**config.mk**
```make
export PLATFORM = sky130hd
export DESIGN_NAME = quad_dac_control_commands
export DESIGN_NICKNAME = d
export VERILOG_FILES = /design/src/hw/qdcc_pkg.sv /design/src/hw/qdcc_sync.sv /design/src/hw/quad_dac_control_commands.sv
export SDC_FILE = /design/constraint.sdc
export NUM_CORES = 1
export LEC_CHECK = 0
export BUFFER_PORTS_ARGS = -buffer_cell sky130_fd_sc_hd__buf_2
export CORE_MARGIN = 5
export CORE_UTILIZATION = 61
export CTS_BUF_LIST = sky130_fd_sc_hd__clkbuf_16
export DETAILED_ROUTE_END_ITERATION = 7
export PLACE_DENSITY = 0.88
export SLEW_MARGIN = 10
export SYNTH_ARGS = -nofsm -noshare
export SYNTH_HDL_FRONTEND = slang
export SYNTH_HIERARCHICAL = 1
export SYNTH_SLANG_ARGS = --single-unit
```
**constraint.sdc**
```tcl
create_clock -name clk -period 4.04 [get_ports clk]
set_input_delay 0.202 -clock clk [delete_from_list [all_inputs] [get_ports clk]]
set_output_delay 0.202 -clock clk [all_outputs]
set_load 0.1 [all_outputs]
```
**src/hw/qdcc_pkg.sv**
```systemverilog
package qdcc_pkg;
  localparam int          QDCC_CHANNELS    = 4;
  localparam int          QDCC_DATA_W      = 16;
  localparam int          QDCC_WORD_W      = 24;
  // command word field positions
  localparam int          QDCC_CMD_MSB     = 21;
  localparam int          QDCC_CMD_LSB     = 19;
  localparam int          QDCC_ADDR_MSB    = 18;
  localparam int          QDCC_ADDR_LSB    = 16;
  localparam int          QDCC_PMODE_MSB   = 5;
  localparam int          QDCC_PMODE_LSB   = 4;
  localparam int          QDCC_SEL_MSB     = 3;
  localparam int          QDCC_SEL_LSB     = 0;
  localparam int          QDCC_SCOPE_BIT   = 0;
  localparam int          QDCC_REF_BIT     = 0;
  localparam logic [2:0]  QDCC_ADDR_ALL    = 3'h7;
  // reset values
  localparam logic [3:0]  QDCC_MASK_RST    = 4'h0;
  localparam logic        QDCC_REF_RST     = 1'h0;
  localparam logic [15:0] QDCC_ZERO_CODE   = 16'h0000;
  localparam logic [15:0] QDCC_MID_CODE    = 16'h8000;

  typedef enum logic [2:0] {
    QDCC_CMD_WRITE_IN   = 3'h0,
    QDCC_CMD_UPDATE     = 3'h1,
    QDCC_CMD_WRITE_ALL  = 3'h2,
    QDCC_CMD_WRITE_UPD  = 3'h3,
    QDCC_CMD_POWER      = 3'h4,
    QDCC_CMD_RESET      = 3'h5,
    QDCC_CMD_LOADMASK   = 3'h6,
    QDCC_CMD_REFERENCE  = 3'h7
  } qdcc_cmd_t;

  typedef enum logic [1:0] {
    QDCC_PWR_NORMAL     = 2'h0,
    QDCC_PWR_PD_1K      = 2'h1,
    QDCC_PWR_PD_100K    = 2'h2,
    QDCC_PWR_HIGHZ      = 2'h3
  } qdcc_pwr_t;

  typedef struct packed {
    logic        valid;
    logic [23:0] word;
  } qdcc_word_t;

  typedef struct packed {
    logic [3:0]  cmdValid;
    logic [3:0]  upd;
  } qdcc_dummy_t;
endpackage

```
**src/hw/qdcc_sync.sv**
```systemverilog
`timescale 1ns/1ps
module qdcc_sync (
  // clock and reset
  input  wire logic clk,
  input  wire logic nrst,
  // pin side
  input  wire logic pinIn,
  // synchronised
  output logic      pinOut
);
  logic stage1Reg;

  always_ff @(posedge clk or negedge nrst) begin
    if (!nrst) begin
      stage1Reg <= 1'h1;
      pinOut    <= 1'h1;
    end else begin
      stage1Reg <= pinIn;
      pinOut    <= stage1Reg;
    end
  end
endmodule

```
**src/hw/quad_dac_control_commands.sv**
```systemverilog
`timescale 1ns/1ps
module quad_dac_control_commands
  import qdcc_pkg::*;
#(
  parameter int  DATA_W     = QDCC_DATA_W,
  parameter bit  HAS_STROBE = 1'b1,
  parameter bit  HAS_LEVEL  = 1'b1
) (
  // clock and reset
  input  wire logic                   clk,
  input  wire logic                   nrst,
  // framed command word from serial interface
  input  wire logic                   wordValid,
  input  wire logic [QDCC_WORD_W-1:0] wordData,
  // pins
  input  wire logic                   load_strobe_n,
  input  wire logic                   clear_input_n,
  input  wire logic                   powerOnLevel,
  // outputs
  output logic [4*DATA_W-1:0]         dacCodes,
  output logic [7:0]                  powerModes,
  output logic [3:0]                  channel_update_mask,
  output logic                        reference_enable,
  output logic                        inReset
);
  logic              strobeSync;
  logic              clearSync;
  logic              strobeLast;
  logic              levelReg;
  logic              levelNext;
  logic [2:0]        porCountReg;
  logic [DATA_W-1:0] inputReg   [QDCC_CHANNELS];
  logic [DATA_W-1:0] dacReg     [QDCC_CHANNELS];
  logic [3:0]        pendingReg;
  logic [3:0]        chanSel;
  logic [3:0]        maskSel;
  logic [3:0]        writeSel;
  logic [3:0]        updSel;
  logic              strobeFall;
  logic              hardReset;
  logic              softReset;
  qdcc_cmd_t         cmd;
  logic [DATA_W-1:0] dataField;

  qdcc_sync u_strobe (
    .clk    (clk),
    .nrst   (nrst),
    .pinIn  (load_strobe_n),
    .pinOut (strobeSync)
  );

  qdcc_sync u_clear (
    .clk    (clk),
    .nrst   (nrst),
    .pinIn  (clear_input_n),
    .pinOut (clearSync)
  );

  qdcc_sync u_level (
    .clk    (clk),
    .nrst   (nrst),
    .pinIn  (powerOnLevel),
    .pinOut (levelNext)
  );

  function automatic logic [3:0] addr_decode(input logic [2:0] a);
    logic [3:0] r;
    r = 4'h0;
    if (a == QDCC_ADDR_ALL) begin
      r = 4'hf;
    end else if (a[2] == 1'b0) begin
      r[a[1:0]] = 1'b1;
    end
    return r;
  endfunction

  assign cmd       = qdcc_cmd_t'(wordData[QDCC_CMD_MSB:QDCC_CMD_LSB]);
  assign chanSel   = addr_decode(wordData[QDCC_ADDR_MSB:QDCC_ADDR_LSB]);
  assign maskSel   = wordData[QDCC_SEL_MSB:QDCC_SEL_LSB];
  assign dataField = wordData[15 -: DATA_W];

  assign softReset = wordValid && (cmd == QDCC_CMD_RESET);
  assign hardReset = softReset && wordData[QDCC_SCOPE_BIT];

  assign strobeFall = HAS_STROBE && !inReset && strobeLast && !strobeSync;

  // reset hold: wait for synchronisers to settle
  always_ff @(posedge clk or negedge nrst) begin
    if (!nrst) begin
      porCountReg <= 3'h0;
      inReset     <= 1'h1;
    end else if (porCountReg != 3'h3) begin
      porCountReg <= porCountReg + 3'h1;
    end else begin
      inReset     <= 1'h0;
    end
  end

  always_ff @(posedge clk or negedge nrst) begin
    if (!nrst) begin
      levelReg <= 1'h0;
    // level synchroniser shows its reset value for two edges
    end else if (inReset && porCountReg >= 3'h2) begin
      levelReg <= HAS_LEVEL ? levelNext : 1'b0;
    end
  end

  always_ff @(posedge clk or negedge nrst) begin
    if (!nrst) begin
      strobeLast <= 1'h1;
    end else begin
      strobeLast <= strobeSync;
    end
  end

  always_comb begin
    writeSel = 4'h0;
    updSel   = 4'h0;
    if (wordValid && !inReset) begin
      case (cmd)
        QDCC_CMD_WRITE_IN: begin
          writeSel = chanSel;
        end
        QDCC_CMD_UPDATE: begin
          updSel = chanSel;
        end
        QDCC_CMD_WRITE_ALL: begin
          writeSel = chanSel;
          updSel   = 4'hf;
        end
        QDCC_CMD_WRITE_UPD: begin
          writeSel = chanSel;
          updSel   = chanSel;
        end
        default: begin
          writeSel = 4'h0;
        end
      endcase
    end
  end

  // input registers
  always_ff @(posedge clk or negedge nrst) begin
    if (!nrst) begin
      for (int i = 0; i < QDCC_CHANNELS; i++) begin
        inputReg[i] <= QDCC_ZERO_CODE[DATA_W-1:0];
      end
    end else if (inReset || softReset) begin
      for (int i = 0; i < QDCC_CHANNELS; i++) begin
        inputReg[i] <= levelReg && !softReset ? QDCC_MID_CODE[DATA_W-1:0] : QDCC_ZERO_CODE[DATA_W-1:0];
      end
    end else begin
      for (int i = 0; i < QDCC_CHANNELS; i++) begin
        if (writeSel[i]) begin
          inputReg[i] <= dataField;
        end
      end
    end
  end

  // pending marks input written since last update command or strobe fall
  always_ff @(posedge clk or negedge nrst) begin
    if (!nrst) begin
      pendingReg <= 4'h0;
    end else if (inReset || softReset) begin
      pendingReg <= 4'h0;
    end else begin
      for (int i = 0; i < QDCC_CHANNELS; i++) begin
        if (writeSel[i]) begin
          pendingReg[i] <= 1'b1;
        end else if (updSel[i] || strobeFall) begin
          pendingReg[i] <= 1'b0;
        end
      end
    end
  end

  // DAC registers
  always_ff @(posedge clk or negedge nrst) begin
    if (!nrst) begin
      for (int i = 0; i < QDCC_CHANNELS; i++) begin
        dacReg[i] <= QDCC_ZERO_CODE[DATA_W-1:0];
      end
    end else if (inReset || softReset) begin
      // hold reset level until an update, a strobe fall or a masked write
      for (int i = 0; i < QDCC_CHANNELS; i++) begin
        dacReg[i] <= levelReg && !softReset ? QDCC_MID_CODE[DATA_W-1:0] : QDCC_ZERO_CODE[DATA_W-1:0];
      end
    end else begin
      for (int i = 0; i < QDCC_CHANNELS; i++) begin
        if (writeSel[i] && channel_update_mask[i]) begin
          dacReg[i] <= dataField;
        end else if (writeSel[i] && updSel[i]) begin
          dacReg[i] <= dataField;
        end else if (updSel[i]) begin
          dacReg[i] <= inputReg[i];
        end else if (strobeFall && pendingReg[i]) begin
          dacReg[i] <= inputReg[i];
        end
      end
    end
  end

  always_ff @(posedge clk or negedge nrst) begin
    if (!nrst) begin
      channel_update_mask <= QDCC_MASK_RST;
    end else if (inReset) begin
      channel_update_mask <= QDCC_MASK_RST;
    end else if (hardReset) begin
      channel_update_mask <= QDCC_MASK_RST;
    end else if (wordValid && cmd == QDCC_CMD_LOADMASK) begin
      channel_update_mask <= maskSel;
    end
  end

  always_ff @(posedge clk or negedge nrst) begin
    if (!nrst) begin
      powerModes <= 8'h00;
    end else if (inReset || hardReset) begin
      powerModes <= 8'h00;
    end else if (wordValid && cmd == QDCC_CMD_POWER) begin
      for (int i = 0; i < QDCC_CHANNELS; i++) begin
        // two-bit mode field stored as is
        if (maskSel[i]) begin
          powerModes[2*i +: 2] <= wordData[QDCC_PMODE_MSB:QDCC_PMODE_LSB];
        end
      end
    end
  end

  always_ff @(posedge clk or negedge nrst) begin
    if (!nrst) begin
      reference_enable <= QDCC_REF_RST;
    end else if (inReset || hardReset) begin
      reference_enable <= QDCC_REF_RST;
    end else if (wordValid && cmd == QDCC_CMD_REFERENCE) begin
      reference_enable <= wordData[QDCC_REF_BIT];
    end
  end

  // codes leave untouched by power mode
  always_ff @(posedge clk or negedge nrst) begin
    if (!nrst) begin
      dacCodes <= '0;
    end else begin
      for (int i = 0; i < QDCC_CHANNELS; i++) begin
        dacCodes[i*DATA_W +: DATA_W] <= dacReg[i];
      end
    end
  end

  // clear pin is synchronised; its action lies outside this block
  logic clearSeen;
  always_ff @(posedge clk or negedge nrst) begin
    if (!nrst) begin
      clearSeen <= 1'h0;
    end else if (!inReset) begin
      clearSeen <= !clearSync;
    end
  end
endmodule
```
==> results of run 1 <==
## timing repair
action / in CTS / in global routing
endpoints found under the hold margin: 108 / 0
hold buffers: 3 / 0
buffers inserted: 0 / 0
## worst max-delay path: stages, from the launching register on
cell and delay [ns]:
dfstp_2 0.44, nor3b_1 0.20, buf_4 0.24, nand3_1 0.15
o211ai_2 0.91, o21ai_0 0.27, a21oi_1 0.22
## worst max-delay path by stage
stage | endpoint | slack (ns) | cells after the start
6_report | dacReg[21]$_DFFE_PN0P_ | 1.51 | 6
5_1_grt | dacReg[21]$_DFFE_PN0P_ | 1.18 | 6
4_1_cts | dacReg[21]$_DFFE_PN0P_ | 1.50 | 6
3_5_place_dp | dacReg[31]$_DFFE_PN0P_ | 1.49 | 7
3_3_place_gp | dacReg[31]$_DFFE_PN0P_ | 1.51 | 7
2_1_floorplan | dacReg[5]$_DFFE_PN0P_ | 1.77 | 7
## state kept, by name (all words and copies together), names as in the netlist
signal,count
inputReg,64
reference_enable,1
channel_update_mask,4
pendingReg,4
u_strobe/pinOut,1
u_level/pinOut,1
porCountReg,3
powerModes,8
dacCodes,64
u_strobe/stage1Reg,1
dacReg,64
levelReg,1
inReset,1
u_level/stage1Reg,1
strobeLast,1
## area by class of cell
class / instances / area [um^2] / area share (%)
multi-input combinational: 457 / 3120 / 30.8
inverter: 2 / 7.51 / 0.0740
clock inverter: 14 / 92.6 / 0.912
clock buffer: 23 / 576 / 5.67
tap: 184 / 230 / 2.27
timing repair buffer: 117 / 634 / 6.25
sequential: 219 / 5490 / 54.1
## power breakdown
group / internal (W) / switching [W]
sequential: 0.00269 / 0.000233
combinational: 0.000390 / 0.00197
clock: 0.00109 / 0.000797
## stage by stage
step / area [um^2] / power [W] / util [%] / setup slack [ns] / hold WS (ns)
after floorplan: 8820 / 0.00484 / - / 1.77 / -0.0936
after global placement: 9440 / 0.00525 / 65.7 / 1.51 / 0.310
after detailed placement: 9440 / 0.00530 / 65.7 / 1.49 / 0.309
after CTS: 10100 / 0.00721 / 70.6 / 1.50 / 0.0182
after global routing: 10200 / 0.00746 / 70.6 / 1.18 / 0.0511
final: 10200 / 0.00716 / 70.6 / 1.51 / 0.0328
## per-layer routing
layer	track usage, %	share of wire [%]
met2	36.6	47
met3	4.42	7.0
met1	32.4	43
met5	0	0
met4	7.89	3.1
## placed cells by master, fill, tap and decap left out, types with 2 or more instances in the layout
cell and count:
nor2_1 55, o22ai_1 2, o2111ai_2 2, a21oi_1 59, mux2i_1 112, nor3b_1 2
clkbuf_16 23, nand3_2 2, dfstp_2 6, o31ai_2 10, nand3b_1 2, o21ai_0 41
clkinv_2 5, inv_1 6, nor3_1 4, o31ai_1 21, clkinvlp_4 2, a22o_1 2
a22oi_1 3, ha_1 3, a221oi_1 2, dfrtp_1 213, or3_1 2, mux2_2 3
nand3_1 11, xnor2_1 3, nor2b_1 7, clkinv_1 2, nand2b_1 3, buf_2 103
nand2_1 85, a21o_1 2, buf_4 10, dlygate4sd3_1 3
## cell families after synthesis
| logic type | count (synthesis) |
|---|---|
| DFF | 219 |
| AOI/OAI and AO/OA | 155 |
| adders and majority gates | 3 |
| xor gates and xnor gates | 3 |
| buffers and inverters | 61 |
| muxes | 115 |
| and+or+nand+nor | 181 |
==> results.cfg, run 1 <==
[status]
status = finished clean

[worst_setup_path]
required_ns = 4.44
path_max_fanout = 32
worstReg2RegEnd = dacReg[21]$_DFFE_PN0P_
r2r_start = inReset$_DFFE_PN1N_
arrival_ns = 2.93
crit_path_start = inReset$_DFFE_PN1N_
worst-r2r-setup-slack_ns = 1.51
cp-end-kind = flop
start_kind = flop
reg2reg_depth = 6
critPathKind = flop to flop

[clock_network]
clock_sinks = 219
post_cts_resized = 0
cts_root_buf = clkbuf_16
cts_tree = done
worstSkewPairLatency_ns = 0.50
cts_buffer_depth = 3
cts_buffers = 22
cts-htree-levels = 1
path_clk_slew_ns = 0.06

[global_routing]
grt_pass1_wl_um = 31300
gr-total-overflow = 0
grt_pass1_vias = 6007
antenna_found_initial = 0
track_usage_pct = 23.1
grt_max_degree = 110

[final_layout]
area_growth_pct = 15.0
fill_cells = 948
nets = 852
final_cells = 1016
antenna_cells = 0
drive_gt1_share_pct = 21.9

[timing]
fin_crit_ns = 2.53
tightest_slew_ns = 1.22
slew_headroom_pct = 18.9
setup_tns_ns = 0
timing.final.crit_share_pct = 62.6
rsz0062_at_grt = no
skew_ns = 0.00873
finalHoldViolCount = 0
setup_violations = 0
fmax_ghz = 0.395
drv_slew = 0

[floorplanning]
die-height_um = 130
initial_core_util_pct = 61.4
io_pins = 108
rows = 44
die_w_um = 130
die_area_um2 = 17000
coreArea_um2 = 14400

[power]
powerDensity_nw_per_um2 = 706
ir_worst_vdd_mv = 0.528
total_leakage_power_nw = 5.47

[synthesis]
yosys.area_share.simple_pct = 9.02
synth_area_leader_cell = dfrtp_1
ys.flop_type = dfrtp_1
synth-edff-count = 0
avgSynthCellArea_um2 = 12.0
ys_warn_count = 6
yosysUniqueCellTypes = 49
ys_async_sr_fraction_pct = 100
synth_area_leaders = dfrtp_1 (60%), mux2i_1 (13%), nand2_1 (3.6%), a21oi_1 (3.3%), nor2_1 (2.3%)
synth_xor_area_share_pct = 0.298
synth.most_common_cell = dfrtp_1
synthAdderAreaFrac_pct = 0.425
synth_nets = 770
syn-instance-count = 737
ys_seq_area_share_pct = 62.2
synth_seq_cells = 219
synth_compound_area_share_pct = 11.8
synth_top_family_by_area = multiplexers
yosysTopAreaCellShare_pct = 60.4
synthTopCellsByCount = dfrtp_1 (213), mux2i_1 (112), nand2_1 (85)
synth_mux_area_share_pct = 13.1
synth_area_um2 = 8820

[routing]
antenna_left = 0
drt_iter0_markers = 455
drt_drc_violations_left = 0
firstDrtPassIters = 5
viasPerCell = 5.87
drt-total-wl_um = 19000
num_vias = 5963
wire_per_inst_um = 18.7

[placement]
gp_congestion = 0.838
placed_cells = 976
dp_hpwl_um = 11800
port_buffers = 104

[min_path]
min-delay-path-class = input pin to flop
holdPathStages = 3
min_from = wordData[14]
hold_path_end = inputReg[14]$_DFFE_PN0P_

[run]
drv_cap = 0
Note: power is estimated with default switching activity, not from simulation.
==> run 2, diff against run 1 <==
--- a/config.mk
+++ b/config.mk
@@ -5,12 +5,13 @@
 export SDC_FILE = /design/constraint.sdc
 export NUM_CORES = 1
 export LEC_CHECK = 0
+export ABC_AREA = 1
 export BUFFER_PORTS_ARGS = -buffer_cell sky130_fd_sc_hd__buf_2
 export CORE_MARGIN = 5
-export CORE_UTILIZATION = 61
+export CORE_UTILIZATION = 58
 export CTS_BUF_LIST = sky130_fd_sc_hd__clkbuf_16
 export DETAILED_ROUTE_END_ITERATION = 7
-export PLACE_DENSITY = 0.88
+export PLACE_DENSITY = 0.85
 export SLEW_MARGIN = 10
 export SYNTH_ARGS = -nofsm -noshare
 export SYNTH_HDL_FRONTEND = slang
==> constraint.sdc (replaced) <==
create_clock -name clk -period 2.45 [get_ports clk]
set_input_delay 0.1225 -clock clk [delete_from_list [all_inputs] [get_ports clk]]
set_output_delay 0.1225 -clock clk [all_outputs]
set_load 0.1 [all_outputs]
==> run 2 against run 1 <==
Compared with the run above:
- core utilization shrank 2.0 points
- sequential cell count is the same
- worst setup slack lost 1.2 ns
- register-to-register slack lost 1.2 ns
- routed wire length grew 6.4%
- cell area grew 2.4%
- first-iteration DRC count grew 58%
- worst hold slack lost 0.024 ns
- combinational power grew 73%
- sequential share of layout area shrank 1.2 points
- sequential power grew 65%
==> results.cfg, run 2 <==
[status]
status = finished clean

[timing]
timing.final.crit_share_pct = 85.7
drv_slew = 0
setup_violations = 0
slew_headroom_pct = 55.5
rsz0062_at_grt = no
setup_tns_ns = 0
skew_ns = 0.0148
fin_crit_ns = 2.10
tightest_slew_ns = 0.667
fmax_ghz = 0.476
finalHoldViolCount = 0

[min_path]
holdPathStages = 3
min_from = wordData[4]
hold_path_end = powerModes[2]$_DFFE_PN0P_
min-delay-path-class = input pin to flop

[floorplanning]
rows = 45
die_w_um = 134
coreArea_um2 = 15100
io_pins = 108
die_area_um2 = 17900
die-height_um = 134
initial_core_util_pct = 58.7

[clock_network]
cts_buffers = 23
cts-htree-levels = 1
path_clk_slew_ns = 0.06
cts_tree = done
cts_buffer_depth = 3
worstSkewPairLatency_ns = 0.51
cts_root_buf = clkbuf_16
clock_sinks = 219

[routing]
drt_iter0_markers = 717
drt_drc_violations_left = 0
num_vias = 6831
viasPerCell = 5.46
antenna_left = 0
firstDrtPassIters = 5
drt-total-wl_um = 20200
wire_per_inst_um = 16.2

[worst_setup_path]
start_kind = flop
critPathKind = flop to flop
worst-r2r-setup-slack_ns = 0.35
required_ns = 2.82
r2r_start = inReset$_DFFE_PN1N_
arrival_ns = 2.46
worstReg2RegEnd = powerModes[1]$_DFFE_PN0P_
path_max_fanout = 20
reg2reg_depth = 6
cp-end-kind = flop

[synthesis]
ys.flop_type = dfrtp_1
synth_area_leader_cell = dfrtp_1
synth-edff-count = 0
avgSynthCellArea_um2 = 9.51
synth_nets = 968
ys_async_sr_fraction_pct = 100
synth_top_family_by_area = simple AND/OR/NAND/NOR gates
synthTopCellsByCount = nand2_1 (262), dfrtp_1 (213), nand3_1 (106)
yosysUniqueCellTypes = 31
synth.most_common_cell = nand2_1
syn-instance-count = 935
ys_seq_area_share_pct = 61.7
synth_area_leaders = dfrtp_1 (60%), nand2_1 (11%), nand3_1 (6.0%), o21ai_0 (4.9%), inv_1 (3.8%)
ys_warn_count = 6
synth_compound_area_share_pct = 6.73
synthAdderAreaFrac_pct = 0.422
synth_seq_cells = 219
yosys.area_share.simple_pct = 22.5
synth_xor_area_share_pct = 0.0985
synth_mux_area_share_pct = 1.77
yosysTopAreaCellShare_pct = 59.9
synth_area_um2 = 8890

[power]
total_leakage_power_nw = 5.52
ir_worst_vdd_mv = 0.792
powerDensity_nw_per_um2 = 1200

[placement]
dp_hpwl_um = 13800
gp_congestion = 0.951
port_buffers = 104
placed_cell_area_um2 = 9550

[final_layout]
multiInputGateArea_um2 = 2810
top_regs = dacCodes (64), dacReg (64), inputReg (64)
fill_cells = 1107
antenna_cells = 0
nets = 1081
layout_commonest_cell = nand2_1
layout_common_cells = nand2_1 (262), dfrtp_1 (213), nand3_1 (106)
drive_gt1_share_pct = 20.2
area_growth_pct = 16.9
seqCellArea_um2 = 5490
finalInstanceArea_um2 = 10400

[run]
drv_cap = 0

[global_routing]
gr-total-overflow = 0
track_usage_pct = 23.2
grt_max_degree = 75
antenna_found_initial = 0
grt_pass1_wl_um = 33800
grt_pass1_vias = 6684
run 2: per-stage QoR:
stage	total power [W]	hold WS, ns	setup WS, ns	instances	util [%]
final	0.0124	0.00868	0.351	1251	68.6
after global routing	0.0129	0.0212	0.201	1251	68.6
after CTS	0.0125	0.00288	0.381	1251	68.6
after detailed placement	0.00893	0.0935	0.408	1203	63.0
after global placement	0.00886	0.0965	0.444	1203	63.0
after floorplan	0.00814	-0.173	0.401	935	-
run 2: how the worst max path moves through the flow:
stage | from | to | slack, ns | cells after the start
finish | inReset$_DFFE_PN1N_ | powerModes[1]$_DFFE_PN0P_ | 0.35 | 6
CTS | inReset$_DFFE_PN1N_ | reference_enable$_DFFE_PN0P_ | 0.38 | 7
global route | inReset$_DFFE_PN1N_ | powerModes[0]$_DFFE_PN0P_ | 0.20 | 6
detailed placement | inReset$_DFFE_PN1N_ | powerModes[0]$_DFFE_PN0P_ | 0.41 | 6
floorplan | inReset$_DFFE_PN1N_ | inputReg[10]$_DFFE_PN0P_ | 0.40 | 7
global placement | inReset$_DFFE_PN1N_ | powerModes[0]$_DFFE_PN0P_ | 0.44 | 6
run 2: layout make-up:
class                           count  area share [%]
Sequential cell                   219            52.8
Clock buffer                       23            5.54
Timing Repair Buffer              123            6.90
Clock inverter                     17            1.83
Inverter                          101            3.65
Multi-Input combinational cell    580            27.0
Tap cell                          188            2.26
run 2: critical path, stage by stage (launching register included):
cell,delay [ns]
dfstp_2,0.55
inv_2,0.08
nand2_1,0.31
buf_4,0.34
nand2_1,0.32
nand2_1,0.24
o21ai_0,0.12
run 2: cell families (layout without fill, tap and decap cells):
logic type,count (synthesis),count (layout)
and+or+nand+nor,444,444
DFF,219,219
AOI/OAI and AO/OA,118,118
muxes,14,14
xor gates and xnor gates,1,1
buffers and inverters,136,264
adders and majority gates,3,3
run 2: timing repair:
action | in CTS | in global routing
hold buffers | 8 | 0
setup buffers | 0 | 0
resized for setup | 0 | 0
hold endpoints to repair | 138 | 0
run 2: per-layer routing:
| layer | up-vias | part of all wire (%) | GRT usage (%) |
|---|---|---|---|
| met1 | 3266 | 42 | 33.4 |
| met4 | 0 | 3.4 | 9.31 |
| met2 | 308 | 46 | 35.7 |
| met3 | 55 | 8.2 | 3.71 |
| li1 | 3202 | - | - |
| met5 | - | 0 | 0 |
run 2: report_power, final:
part | switching (W) | total, W | internal [W]
sequential | 0.000343 | 0.00481 | 0.00446
clock | 0.00139 | 0.00352 | 0.00213
combinational | 0.00346 | 0.00409 | 0.000635
total | 0.00519 | 0.0124 | 0.00723
